--- src/design/sdt_pkg.sv ---
// package: constants for the screen data transfer controller
package sdt_pkg;
	// ------------------------------------------------------------
	// register offsets (byte addresses, one word each)
	// ------------------------------------------------------------
	localparam logic [7:0] SDT_OFS_CTRL = 8'h00;
	localparam logic [7:0] SDT_OFS_STATUS = 8'h04;
	localparam logic [7:0] SDT_OFS_PROGRESS = 8'h08;
	localparam logic [7:0] SDT_OFS_SWITCH = 8'h0c;
	// ------------------------------------------------------------
	// control register fields
	// ------------------------------------------------------------
	localparam int SDT_CTRL_EXEC_BIT = 0;
	localparam int SDT_CTRL_DIR_BIT = 1;
	localparam int SDT_CTRL_BANK_BIT = 2;
	localparam int SDT_CTRL_ACK_BIT = 3;
	localparam logic SDT_CTRL_DIR_RST = 1'h0;
	localparam logic SDT_CTRL_BANK_RST = 1'h0;
	// ------------------------------------------------------------
	// status register fields
	// ------------------------------------------------------------
	localparam int SDT_ST_PHASE_LSB = 0;
	localparam int SDT_ST_MODE_ERR_BIT = 4;
	localparam int SDT_ST_PROT_ERR_BIT = 5;
	localparam int SDT_ST_VERIFY_ERR_BIT = 6;
	localparam int SDT_ST_AUTO_BIT = 7;
	localparam int SDT_ST_MANUAL_BIT = 8;
	localparam int SDT_ST_DIR_BIT = 9;
	localparam int SDT_ST_BANK_BIT = 10;
	localparam int SDT_ST_MOUNTED_BIT = 11;
	localparam int SDT_ST_WAIT_EXEC_BIT = 12;
	// ------------------------------------------------------------
	// switch positions in the sampled switch word
	// ------------------------------------------------------------
	localparam int SDT_SW_U2T = 0;
	localparam int SDT_SW_T2U = 1;
	localparam int SDT_SW_MANUAL = 2;
	localparam int SDT_SW_MODE_RSV = 3;
	localparam int SDT_SW_TERM_WE = 4;
	localparam int SDT_SW_UNIT_WE = 5;
	localparam int SDT_SW_BANK = 6;
	localparam int SDT_SW_PROT_RSV = 7;
	// ------------------------------------------------------------
	// image layout and timing
	// ------------------------------------------------------------
	localparam int SDT_IMAGE_AW = 20;
	localparam int SDT_BLOCK_BITS = 4;
	localparam int SDT_CLK_MHZ = 200;
	localparam int SDT_SETTLE_US = 10;
	localparam int SDT_SETTLE_CYC = SDT_SETTLE_US * SDT_CLK_MHZ;
	localparam int SDT_PREP_US = 5;
	localparam int SDT_PREP_CYC = SDT_PREP_US * SDT_CLK_MHZ;
	localparam int SDT_BLINK_HALF_MS = 250;
	localparam int SDT_BLINK_HALF_CYC = SDT_BLINK_HALF_MS * 1000 * SDT_CLK_MHZ;
	// ------------------------------------------------------------
	// main sequence states
	// ------------------------------------------------------------
	typedef enum logic [7:0] {
		SDT_SAMPLE = 8'h01,
		SDT_CHECK = 8'h02,
		SDT_MAN_IDLE = 8'h04,
		SDT_PREP = 8'h08,
		SDT_XMIT = 8'h10,
		SDT_VERIFY = 8'h20,
		SDT_DONE = 8'h40,
		SDT_ERR = 8'h80
	} sdt_state_t;
endpackage

--- src/design/sdt_ctrl.sv ---
// module: screen data transfer controller between terminal flash and memory unit
//
// Implementation choices: the Wishbone register port and the register offsets.
`timescale 1ns/100ps
module sdt_ctrl
	import sdt_pkg::*;
#(
	parameter int AW = SDT_IMAGE_AW,
	parameter int BLINK_HALF_CYC = SDT_BLINK_HALF_CYC
)
(
	// clock and reset
	input wire logic sys_clk_in,
	input wire logic rst_n_in,
	// wishbone slave
	input wire logic wb_cyc_in,
	input wire logic wb_stb_in,
	input wire logic wb_we_in,
	input wire logic [7:0] wb_adr_in,
	input wire logic [3:0] wb_sel_in,
	input wire logic [31:0] wb_dat_in,
	output logic [31:0] wb_dat_out,
	output logic wb_ack_out,
	// memory unit switches and presence
	input wire logic auto_unit_to_term_sel_in,
	input wire logic auto_term_to_unit_sel_in,
	input wire logic manual_xfer_sel_in,
	input wire logic mode_group_reserved_in,
	input wire logic term_write_enable_in,
	input wire logic unit_write_enable_in,
	input wire logic auto_bank_select_in,
	input wire logic protect_group_reserved_in,
	input wire logic unit_mounted_in,
	// terminal flash port
	output logic term_req_out,
	output logic term_we_out,
	output logic [AW-1:0] term_addr_out,
	output logic [7:0] term_wdata_out,
	input wire logic [7:0] term_rdata_in,
	input wire logic term_ack_in,
	// memory unit flash port, msb of address is the bank
	output logic unit_req_out,
	output logic unit_we_out,
	output logic [AW:0] unit_addr_out,
	output logic [7:0] unit_wdata_out,
	input wire logic [7:0] unit_rdata_in,
	input wire logic unit_ack_in,
	// indicators
	output logic run_indicator_out,
	output logic alarm_out,
	output logic [3:0] phase_out,
	output logic normal_op_en_out
);
	// ------------------------------------------------------------
	// helpers
	// ------------------------------------------------------------
	function automatic logic one_hot3(input logic [2:0] v);
		one_hot3 = (v == 3'h1) || (v == 3'h2) || (v == 3'h4);
	endfunction

	// destination of a copy may be written: terminal for dir 0, unit for dir 1
	function automatic logic dest_writable(input logic dir, input logic [7:0] sw);
		dest_writable = dir ? sw[SDT_SW_UNIT_WE] : sw[SDT_SW_TERM_WE];
	endfunction

	localparam logic [31:0] SETTLE_MAX = 32'(SDT_SETTLE_CYC - 1);
	localparam logic [31:0] PREP_MAX = 32'(SDT_PREP_CYC - 1);
	localparam logic [31:0] BLINK_MAX = 32'(BLINK_HALF_CYC - 1);
	localparam logic [AW-1:0] ADDR_LAST = {AW{1'b1}};

	sdt_state_t state_r;
	logic [7:0] sw_meta_r;
	logic [7:0] sw_sync_r;
	logic mnt_meta_r;
	logic mnt_sync_r;
	logic [7:0] sw_lat_r;
	logic [31:0] cnt_r;
	logic auto_r;
	logic manual_r;
	logic dir_r;
	logic bank_r;
	logic step_r;
	logic [AW-1:0] addr_r;
	logic [7:0] data_r;
	logic err_mode_r;
	logic err_prot_r;
	logic err_verify_r;
	logic ctrl_dir_r;
	logic ctrl_bank_r;
	logic exec_r;
	logic ack_req_r;
	logic [31:0] blink_cnt_r;
	logic blink_r;
	logic wb_hit;
	logic wb_wr;
	logic in_xfer;
	logic src_req;
	logic dst_req;
	logic src_ack;
	logic dst_ack;
	logic [7:0] src_rdata;
	logic [7:0] dst_rdata;

	// ------------------------------------------------------------
	// input synchronisers
	// ------------------------------------------------------------
	always_ff @(posedge sys_clk_in or negedge rst_n_in)
	begin
		if (!rst_n_in)
		begin
			sw_meta_r <= 8'h00;
			sw_sync_r <= 8'h00;
			mnt_meta_r <= 1'h0;
			mnt_sync_r <= 1'h0;
		end
		else
		begin
			sw_meta_r <= {protect_group_reserved_in, auto_bank_select_in, unit_write_enable_in,
				term_write_enable_in, mode_group_reserved_in, manual_xfer_sel_in,
				auto_term_to_unit_sel_in, auto_unit_to_term_sel_in};
			sw_sync_r <= sw_meta_r;
			mnt_meta_r <= unit_mounted_in;
			mnt_sync_r <= mnt_meta_r;
		end
	end

	// ------------------------------------------------------------
	// wishbone slave
	// ------------------------------------------------------------
	// one wait state: ack one cycle after the strobe, dropped the next
	assign wb_hit = wb_cyc_in && wb_stb_in && !wb_ack_out;
	// a write lands on the edge at which the master sees ack high, never earlier
	assign wb_wr = wb_cyc_in && wb_stb_in && wb_ack_out && wb_we_in && wb_sel_in[0] && (wb_adr_in == SDT_OFS_CTRL);

	always_ff @(posedge sys_clk_in or negedge rst_n_in)
	begin
		if (!rst_n_in)
			wb_ack_out <= 1'h0;
		else
			wb_ack_out <= wb_hit;
	end

	always_ff @(posedge sys_clk_in or negedge rst_n_in)
	begin
		if (!rst_n_in)
		begin
			ctrl_dir_r <= SDT_CTRL_DIR_RST;
			ctrl_bank_r <= SDT_CTRL_BANK_RST;
			exec_r <= 1'h0;
			ack_req_r <= 1'h0;
		end
		else
		begin
			exec_r <= wb_wr && wb_dat_in[SDT_CTRL_EXEC_BIT];
			ack_req_r <= wb_wr && wb_dat_in[SDT_CTRL_ACK_BIT];
			if (wb_wr)
			begin
				ctrl_dir_r <= wb_dat_in[SDT_CTRL_DIR_BIT];
				ctrl_bank_r <= wb_dat_in[SDT_CTRL_BANK_BIT];
			end
		end
	end

	always_ff @(posedge sys_clk_in or negedge rst_n_in)
	begin
		if (!rst_n_in)
			wb_dat_out <= 32'h0000_0000;
		else if (wb_hit && !wb_we_in)
		begin
			wb_dat_out <= 32'h0000_0000;
			case (wb_adr_in)
				SDT_OFS_CTRL:
				begin
					wb_dat_out[SDT_CTRL_DIR_BIT] <= ctrl_dir_r;
					wb_dat_out[SDT_CTRL_BANK_BIT] <= ctrl_bank_r;
				end
				SDT_OFS_STATUS:
				begin
					wb_dat_out[SDT_ST_PHASE_LSB +: 4] <= phase_out;
					wb_dat_out[SDT_ST_MODE_ERR_BIT] <= err_mode_r;
					wb_dat_out[SDT_ST_PROT_ERR_BIT] <= err_prot_r;
					wb_dat_out[SDT_ST_VERIFY_ERR_BIT] <= err_verify_r;
					wb_dat_out[SDT_ST_AUTO_BIT] <= auto_r;
					wb_dat_out[SDT_ST_MANUAL_BIT] <= manual_r;
					wb_dat_out[SDT_ST_DIR_BIT] <= dir_r;
					wb_dat_out[SDT_ST_BANK_BIT] <= bank_r;
					wb_dat_out[SDT_ST_MOUNTED_BIT] <= mnt_sync_r;
					wb_dat_out[SDT_ST_WAIT_EXEC_BIT] <= (state_r == SDT_MAN_IDLE);
				end
				// progress in bytes within the bank
				SDT_OFS_PROGRESS:
					wb_dat_out[AW-1:0] <= addr_r;
				SDT_OFS_SWITCH:
					wb_dat_out[7:0] <= sw_lat_r;
				default:
					wb_dat_out <= 32'h0000_0000;
			endcase
		end
	end

	// ------------------------------------------------------------
	// memory port steering
	// ------------------------------------------------------------
	// dir 0: unit is the source, terminal the destination; dir 1 the reverse
	assign in_xfer = (state_r == SDT_XMIT) || (state_r == SDT_VERIFY);
	assign src_req = in_xfer && !step_r;
	assign dst_req = in_xfer && step_r;
	assign src_ack = dir_r ? term_ack_in : unit_ack_in;
	assign dst_ack = dir_r ? unit_ack_in : term_ack_in;
	assign src_rdata = dir_r ? term_rdata_in : unit_rdata_in;
	assign dst_rdata = dir_r ? unit_rdata_in : term_rdata_in;

	assign term_req_out = dir_r ? src_req : dst_req;
	assign unit_req_out = dir_r ? dst_req : src_req;
	// terminal only ever written when it is the destination and enabled
	assign term_we_out = (state_r == SDT_XMIT) && step_r && !dir_r && sw_lat_r[SDT_SW_TERM_WE];
	assign unit_we_out = (state_r == SDT_XMIT) && step_r && dir_r && sw_lat_r[SDT_SW_UNIT_WE];
	assign term_addr_out = addr_r;
	assign unit_addr_out = {bank_r, addr_r};
	assign term_wdata_out = data_r;
	assign unit_wdata_out = data_r;

	// ------------------------------------------------------------
	// main sequence
	// ------------------------------------------------------------
	always_ff @(posedge sys_clk_in or negedge rst_n_in)
	begin
		if (!rst_n_in)
		begin
			state_r <= SDT_SAMPLE;
			sw_lat_r <= 8'h00;
			cnt_r <= 32'h0000_0000;
			auto_r <= 1'h0;
			manual_r <= 1'h0;
			dir_r <= 1'h0;
			bank_r <= 1'h0;
			step_r <= 1'h0;
			addr_r <= '0;
			data_r <= 8'h00;
			err_mode_r <= 1'h0;
			err_prot_r <= 1'h0;
			err_verify_r <= 1'h0;
		end
		else
		begin
			case (state_r)
				// let the synchronised switches settle, then take one sample
				SDT_SAMPLE:
				begin
					if (cnt_r == SETTLE_MAX)
					begin
						sw_lat_r <= sw_sync_r;
						cnt_r <= 32'h0000_0000;
						state_r <= SDT_CHECK;
					end
					else
						cnt_r <= cnt_r + 32'h0000_0001;
				end
				SDT_CHECK:
				begin
					if (!one_hot3(sw_lat_r[SDT_SW_MANUAL:SDT_SW_U2T]))
					begin
						err_mode_r <= 1'h1;
						state_r <= SDT_ERR;
					end
					else if (sw_lat_r[SDT_SW_MANUAL])
					begin
						manual_r <= 1'h1;
						state_r <= SDT_MAN_IDLE;
					end
					else
					begin
						auto_r <= 1'h1;
						dir_r <= sw_lat_r[SDT_SW_T2U];
						bank_r <= sw_lat_r[SDT_SW_BANK];
						if (!dest_writable(sw_lat_r[SDT_SW_T2U], sw_lat_r))
						begin
							err_prot_r <= 1'h1;
							state_r <= SDT_ERR;
						end
						else
							state_r <= SDT_PREP;
					end
				end
				// manual copy waits for an explicit execute
				SDT_MAN_IDLE:
				begin
					if (exec_r)
					begin
						dir_r <= ctrl_dir_r;
						bank_r <= ctrl_bank_r;
						err_verify_r <= 1'h0;
						if (!dest_writable(ctrl_dir_r, sw_lat_r))
						begin
							err_prot_r <= 1'h1;
							state_r <= SDT_ERR;
						end
						else
						begin
							cnt_r <= 32'h0000_0000;
							state_r <= SDT_PREP;
						end
					end
				end
				SDT_PREP:
				begin
					if (cnt_r == PREP_MAX)
					begin
						cnt_r <= 32'h0000_0000;
						addr_r <= '0;
						step_r <= 1'h0;
						state_r <= SDT_XMIT;
					end
					else
						cnt_r <= cnt_r + 32'h0000_0001;
				end
				// each byte: read source, then write destination
				SDT_XMIT:
				begin
					if (!step_r && src_ack)
					begin
						data_r <= src_rdata;
						step_r <= 1'h1;
					end
					else if (step_r && dst_ack)
					begin
						step_r <= 1'h0;
						addr_r <= addr_r + AW'(1);
						if (addr_r == ADDR_LAST)
							state_r <= SDT_VERIFY;
					end
				end
				// each byte: read source, then read destination and compare
				SDT_VERIFY:
				begin
					if (!step_r && src_ack)
					begin
						data_r <= src_rdata;
						step_r <= 1'h1;
					end
					else if (step_r && dst_ack)
					begin
						step_r <= 1'h0;
						if (dst_rdata != data_r)
						begin
							err_verify_r <= 1'h1;
							state_r <= SDT_ERR;
						end
						else
						begin
							addr_r <= addr_r + AW'(1);
							if (addr_r == ADDR_LAST)
								state_r <= SDT_DONE;
						end
					end
				end
				SDT_DONE:
				begin
					if (manual_r && exec_r)
						state_r <= SDT_MAN_IDLE;
				end
				// only a manual protect error may be acknowledged; the rest hold
				SDT_ERR:
				begin
					if (manual_r && err_prot_r && ack_req_r)
					begin
						err_prot_r <= 1'h0;
						state_r <= SDT_MAN_IDLE;
					end
				end
				default:
					state_r <= SDT_ERR;
			endcase
		end
	end

	// ------------------------------------------------------------
	// indicators
	// ------------------------------------------------------------
	// free-running blink so every flashing phase shares one rhythm
	always_ff @(posedge sys_clk_in or negedge rst_n_in)
	begin
		if (!rst_n_in)
		begin
			blink_cnt_r <= 32'h0000_0000;
			blink_r <= 1'h0;
		end
		else if (blink_cnt_r == BLINK_MAX)
		begin
			blink_cnt_r <= 32'h0000_0000;
			blink_r <= !blink_r;
		end
		else
			blink_cnt_r <= blink_cnt_r + 32'h0000_0001;
	end

	always_ff @(posedge sys_clk_in or negedge rst_n_in)
	begin
		if (!rst_n_in)
		begin
			run_indicator_out <= 1'h0;
			alarm_out <= 1'h0;
			phase_out <= 4'h0;
			normal_op_en_out <= 1'h0;
		end
		else
		begin
			alarm_out <= (state_r == SDT_ERR);
			phase_out <= {state_r == SDT_DONE, state_r == SDT_VERIFY,
				state_r == SDT_XMIT, state_r == SDT_PREP};
			// normal operation only once no unit is seen
			normal_op_en_out <= !mnt_sync_r;
			if (state_r == SDT_ERR)
				run_indicator_out <= blink_r;
			else if (manual_r)
				run_indicator_out <= 1'h0;
			else if (auto_r && (state_r == SDT_DONE))
				run_indicator_out <= 1'h1;
			else if (auto_r && (state_r == SDT_PREP || in_xfer))
				run_indicator_out <= blink_r;
			else
				run_indicator_out <= 1'h0;
		end
	end
endmodule

--- config.mk ---
export PLATFORM = sky130hd
export DESIGN_NAME = sdt_ctrl
export DESIGN_NICKNAME = d
export VERILOG_FILES = /design/src/design/sdt_pkg.sv /design/src/design/sdt_ctrl.sv
export SDC_FILE = /design/constraint.sdc
export NUM_CORES = 1
export LEC_CHECK = 0
export ABC_AREA = 1
export BUFFER_PORTS_ARGS = -buffer_cell sky130_fd_sc_hd__buf_2
export CAP_MARGIN = 40
export CORE_ASPECT_RATIO = 2
export CORE_UTILIZATION = 50
export CTS_CLUSTER_DIAMETER = 30
export CTS_CLUSTER_SIZE = 12
export DETAILED_ROUTE_END_ITERATION = 12
export PLACE_DENSITY = 0.73
export SLEW_MARGIN = 15
export SYNTH_ARGS = -nofsm -noshare
export SYNTH_HDL_FRONTEND = slang
export SYNTH_SLANG_ARGS = --single-unit
export TNS_END_PERCENT = 5
--- constraint.sdc ---
create_clock -name sys_clk_in -period 2.05 [get_ports sys_clk_in]
set_input_delay 0.41 -clock sys_clk_in [delete_from_list [all_inputs] [get_ports sys_clk_in]]
set_output_delay 0.41 -clock sys_clk_in [all_outputs]
set_load 0.01 [all_outputs]
==> results.md <==
- Initial antenna violation count: 0
- First-pass GRT wire length: 47.2 mm
- Max-Cap Viols: 0
- Top-count cell post-synth: nand2_1
- Netlist Area Pre-Place: roughly 10000 µm²
- Util after Layout: about three fifths
- Tcrit/Tclk final: 107%
- Placed wire-length estimate: about 22 mm
- Post-synth top area share: 42.1%
- Worst setup EP type: primary output
- Fmax: 0.457 GHz
- Compound-gate portion of the synthesized area: under 10%
- Post-route antenna net violation count: 0
- Register area share after synthesis: 42.4%
- Layout area overhead: 19.9%
- Main area contributors after synthesis: dfrtp_1 (42%), nand2_1 (14%), nand3_1 (5.5%), inv_1 (5.3%), nor2_1 (5.1%)
- Peak supply drop: 0.000615 V
- Async SR Flop Fraction: 100%
- Measured slew at the worst slew-check pin: 0.555 ns
- H-tree depth: 4
- Buf/Inv on CP: 3
- Final setup margin: -0.138 ns
- Top cell by count, worst path: nor2_4
- Die area: 20300 µm²
- Crit path DAT: 1.78 ns
- Final setup fails: 24
- Worst setup SP type: flop
- Num CTS Buffers: 17
- DRT Pass-1 Iters: 5
- Largest net degree at the start of global routing: 50
- Xor/xnor share of the synthesized area: 3.29%
- Die Y: 201 µm
- Cell Pwr Density: 573 nW/µm²
- Failing checks: negative setup slack
- Worst-path maximum fanout: 3
- Hold Vio Cnt, Final: 0
- WL final: 29.4 mm
- Synth Instances: 1318
- Crit path cell chain: nor2_4 -> nand2_4 -> nor2_4 -> buf_6 -> nor2_4 -> inv_2 -> nand2_2 -> o21ai_1 -> buf_2
- Clock Tree Buf Depth: 2
- YS warnings: 0
- Simple-gate share of the synthesized area: between 30 and 40%
- Minimum period implied by the final worst setup slack: ~2.2 ns
- Initial Util: 50.9%
- Largest family of logic cells by synthesized area: simple AND/OR/NAND/NOR gates
- CTS clk-pin slew, worst paths: 0.07 ns
- Vias in the first global route: approximately 9300
- CP max-delay cell: dfstp_2
- Placeable Area: between 15000 and 20000 µm²
- CTS sink count: 167
- Number of I/O port buffers: 133
- Final Skew: 0.0107 ns
- Via count: 9468
- Syn avg cell area: 7.48 µm²
- Worst EP required: about 1.6 ns
- Detailed-route DRC error count: 0
- Post-synthesis mux area share: 0.609%
- Slowest stage delay, CP: 0.55 ns
- LEAKAGE: 5.87 nW
- RSZ-0062 raised after global routing: true
- Main synth FF type: dfrtp_1
- Overflow after GRT: 0
- Routed length per instance: between 15 and 20 µm
- CTS tree: yes
- I/O pins: 177
- CP top delay family: flip-flops
- Post-place setup slack: -0.0318 ns
- Total GRT Usage: 30.8%
- Hold WC Path Type: in2reg
- Post-synth top area cell: dfrtp_1
- Antenna fix cells: 0
- Slew Viols, Final: 0
- Routed vias/inst: 5.36
- Cell at the root of the clock tree: clkbuf_16
- Cell variety after synth: 45
- Slew headroom: 62.7%
- Die Wd: 101 µm
- Final net count: approximately 1600
- Number of synthesized flops with an enable pin: 0
- Flops & latches, synth: 167
- Crit path kind: reg2out
- Status: finished, violations left
- RePlAce Congestion: about 0.96
- Iteration-0 DRC Markers: 542
- Layout cells sized above 1: a little under a quarter
- WHS: 0.0640 ns
- Top cells by count, synth: nand2_1 (357), dfrtp_1 (166), inv_1 (138)
- Adder-cell share of the synthesized area: less than 1%
- Clk_lat worst skew: 0.45 ns
- Num rows: 72
-- power by group --
group          total [W]  internal, W  switching [W]
logic           0.000195    0.0000656       0.000129
registers        0.00332      0.00331     0.00000831
clock network    0.00326      0.00173        0.00153
total            0.00677      0.00511        0.00167
-- logic make-up after synthesis --
kind of cell	after synthesis
other	1
muxes	6
adders and majority gates	3
xor gates and xnor gates	37
AOI/OAI and AO/OA	133
and+or+nand+nor	753
buffers and inverters	218
DFF	167
-- per-stage QoR --
| stage | total power, W | instance area (µm²) | setup TNS (ns) | cells |
|---|---|---|---|---|
| final | 0.00677 | 11800 | -0.852 | 1768 |
| after global routing | 0.00698 | 11800 | -3.68 | 1768 |
| after CTS | 0.00681 | 11700 | -0.581 | 1765 |
| after detailed placement | 0.00358 | 11000 | -0.0388 | 1723 |
| after global placement | 0.00358 | 11000 | 0 | 1723 |
| after floorplan | 0.00345 | 9900 | 0 | 1329 |
-- cells in the final DEF, fill, tap and decap left out, drive strengths merged, types with 18 or more instances in the layout --
cell,synthesis,layout
nand2,382,382
nor3,54,54
o21ai,84,84
clkbuf,6,18
a21oi,22,22
nor2,148,148
buf,60,213
inv,149,156
nand4,25,25
nand3,111,111
xor2,33,33
dfrtp,166,166
-- layout make-up --
type / instances / area [µm²]
repair buffers: 214 / 1390
multi-input cells: 944 / 4760
fillers: 1778 / 7550
clock buffers: 18 / 429
clock inverters: 14 / 160
flip-flops and latches: 167 / 4180
inverters: 152 / 573
well taps: 259 / 324
-- routing by layer --
metal	vias to the layer above	routed length [µm]	track usage (%)
li1	4583	-	-
met1	4406	10100	31.2
met2	348	15900	54.6
met3	131	1210	5.19
met4	0	2280	23.3
met5	-	0	0
-- worst paths after layout --
path	from	to	slack [ns]	cells after the start
max	state_r[0]	unit_req_out	-0.14	9
min	term_write_enable_in	sw_meta_r[4]	0.06	1
max reg2reg	state_r[2]	term_addr_out[4]	-0.04	14
min reg2reg	sw_meta_r[3]	sw_sync_r[3]	0.35	0
max in group asynchronous	rst_n_in	wb_dat_out[10]	0.93	3
min in group asynchronous	rst_n_in	cnt_r[19]	0.48	2
-- repair_timing --
item	in CTS	in global routing
gates cloned	0	0
hold buffers	1	0
buffers inserted	9	3
pin swaps	7	7
gates resized for setup	15	14
hold endpoints to repair	44	0
setup endpoints to repair	6	66
-- sequential cells by signal, summed over array words and instances (netlist names), 4 cells and up --
| signal | flops |
|---|---|
| sw_meta_r | 8 |
| wb_dat_out | 20 |
| state_r | 8 |
| phase_out | 4 |
| sw_sync_r | 8 |
| blink_cnt_r | 32 |
| term_wdata_out | 8 |
| term_addr_out | 20 |
| cnt_r | 32 |
| sw_lat_r | 8 |
Note: power is estimated with default switching activity, not from simulation.
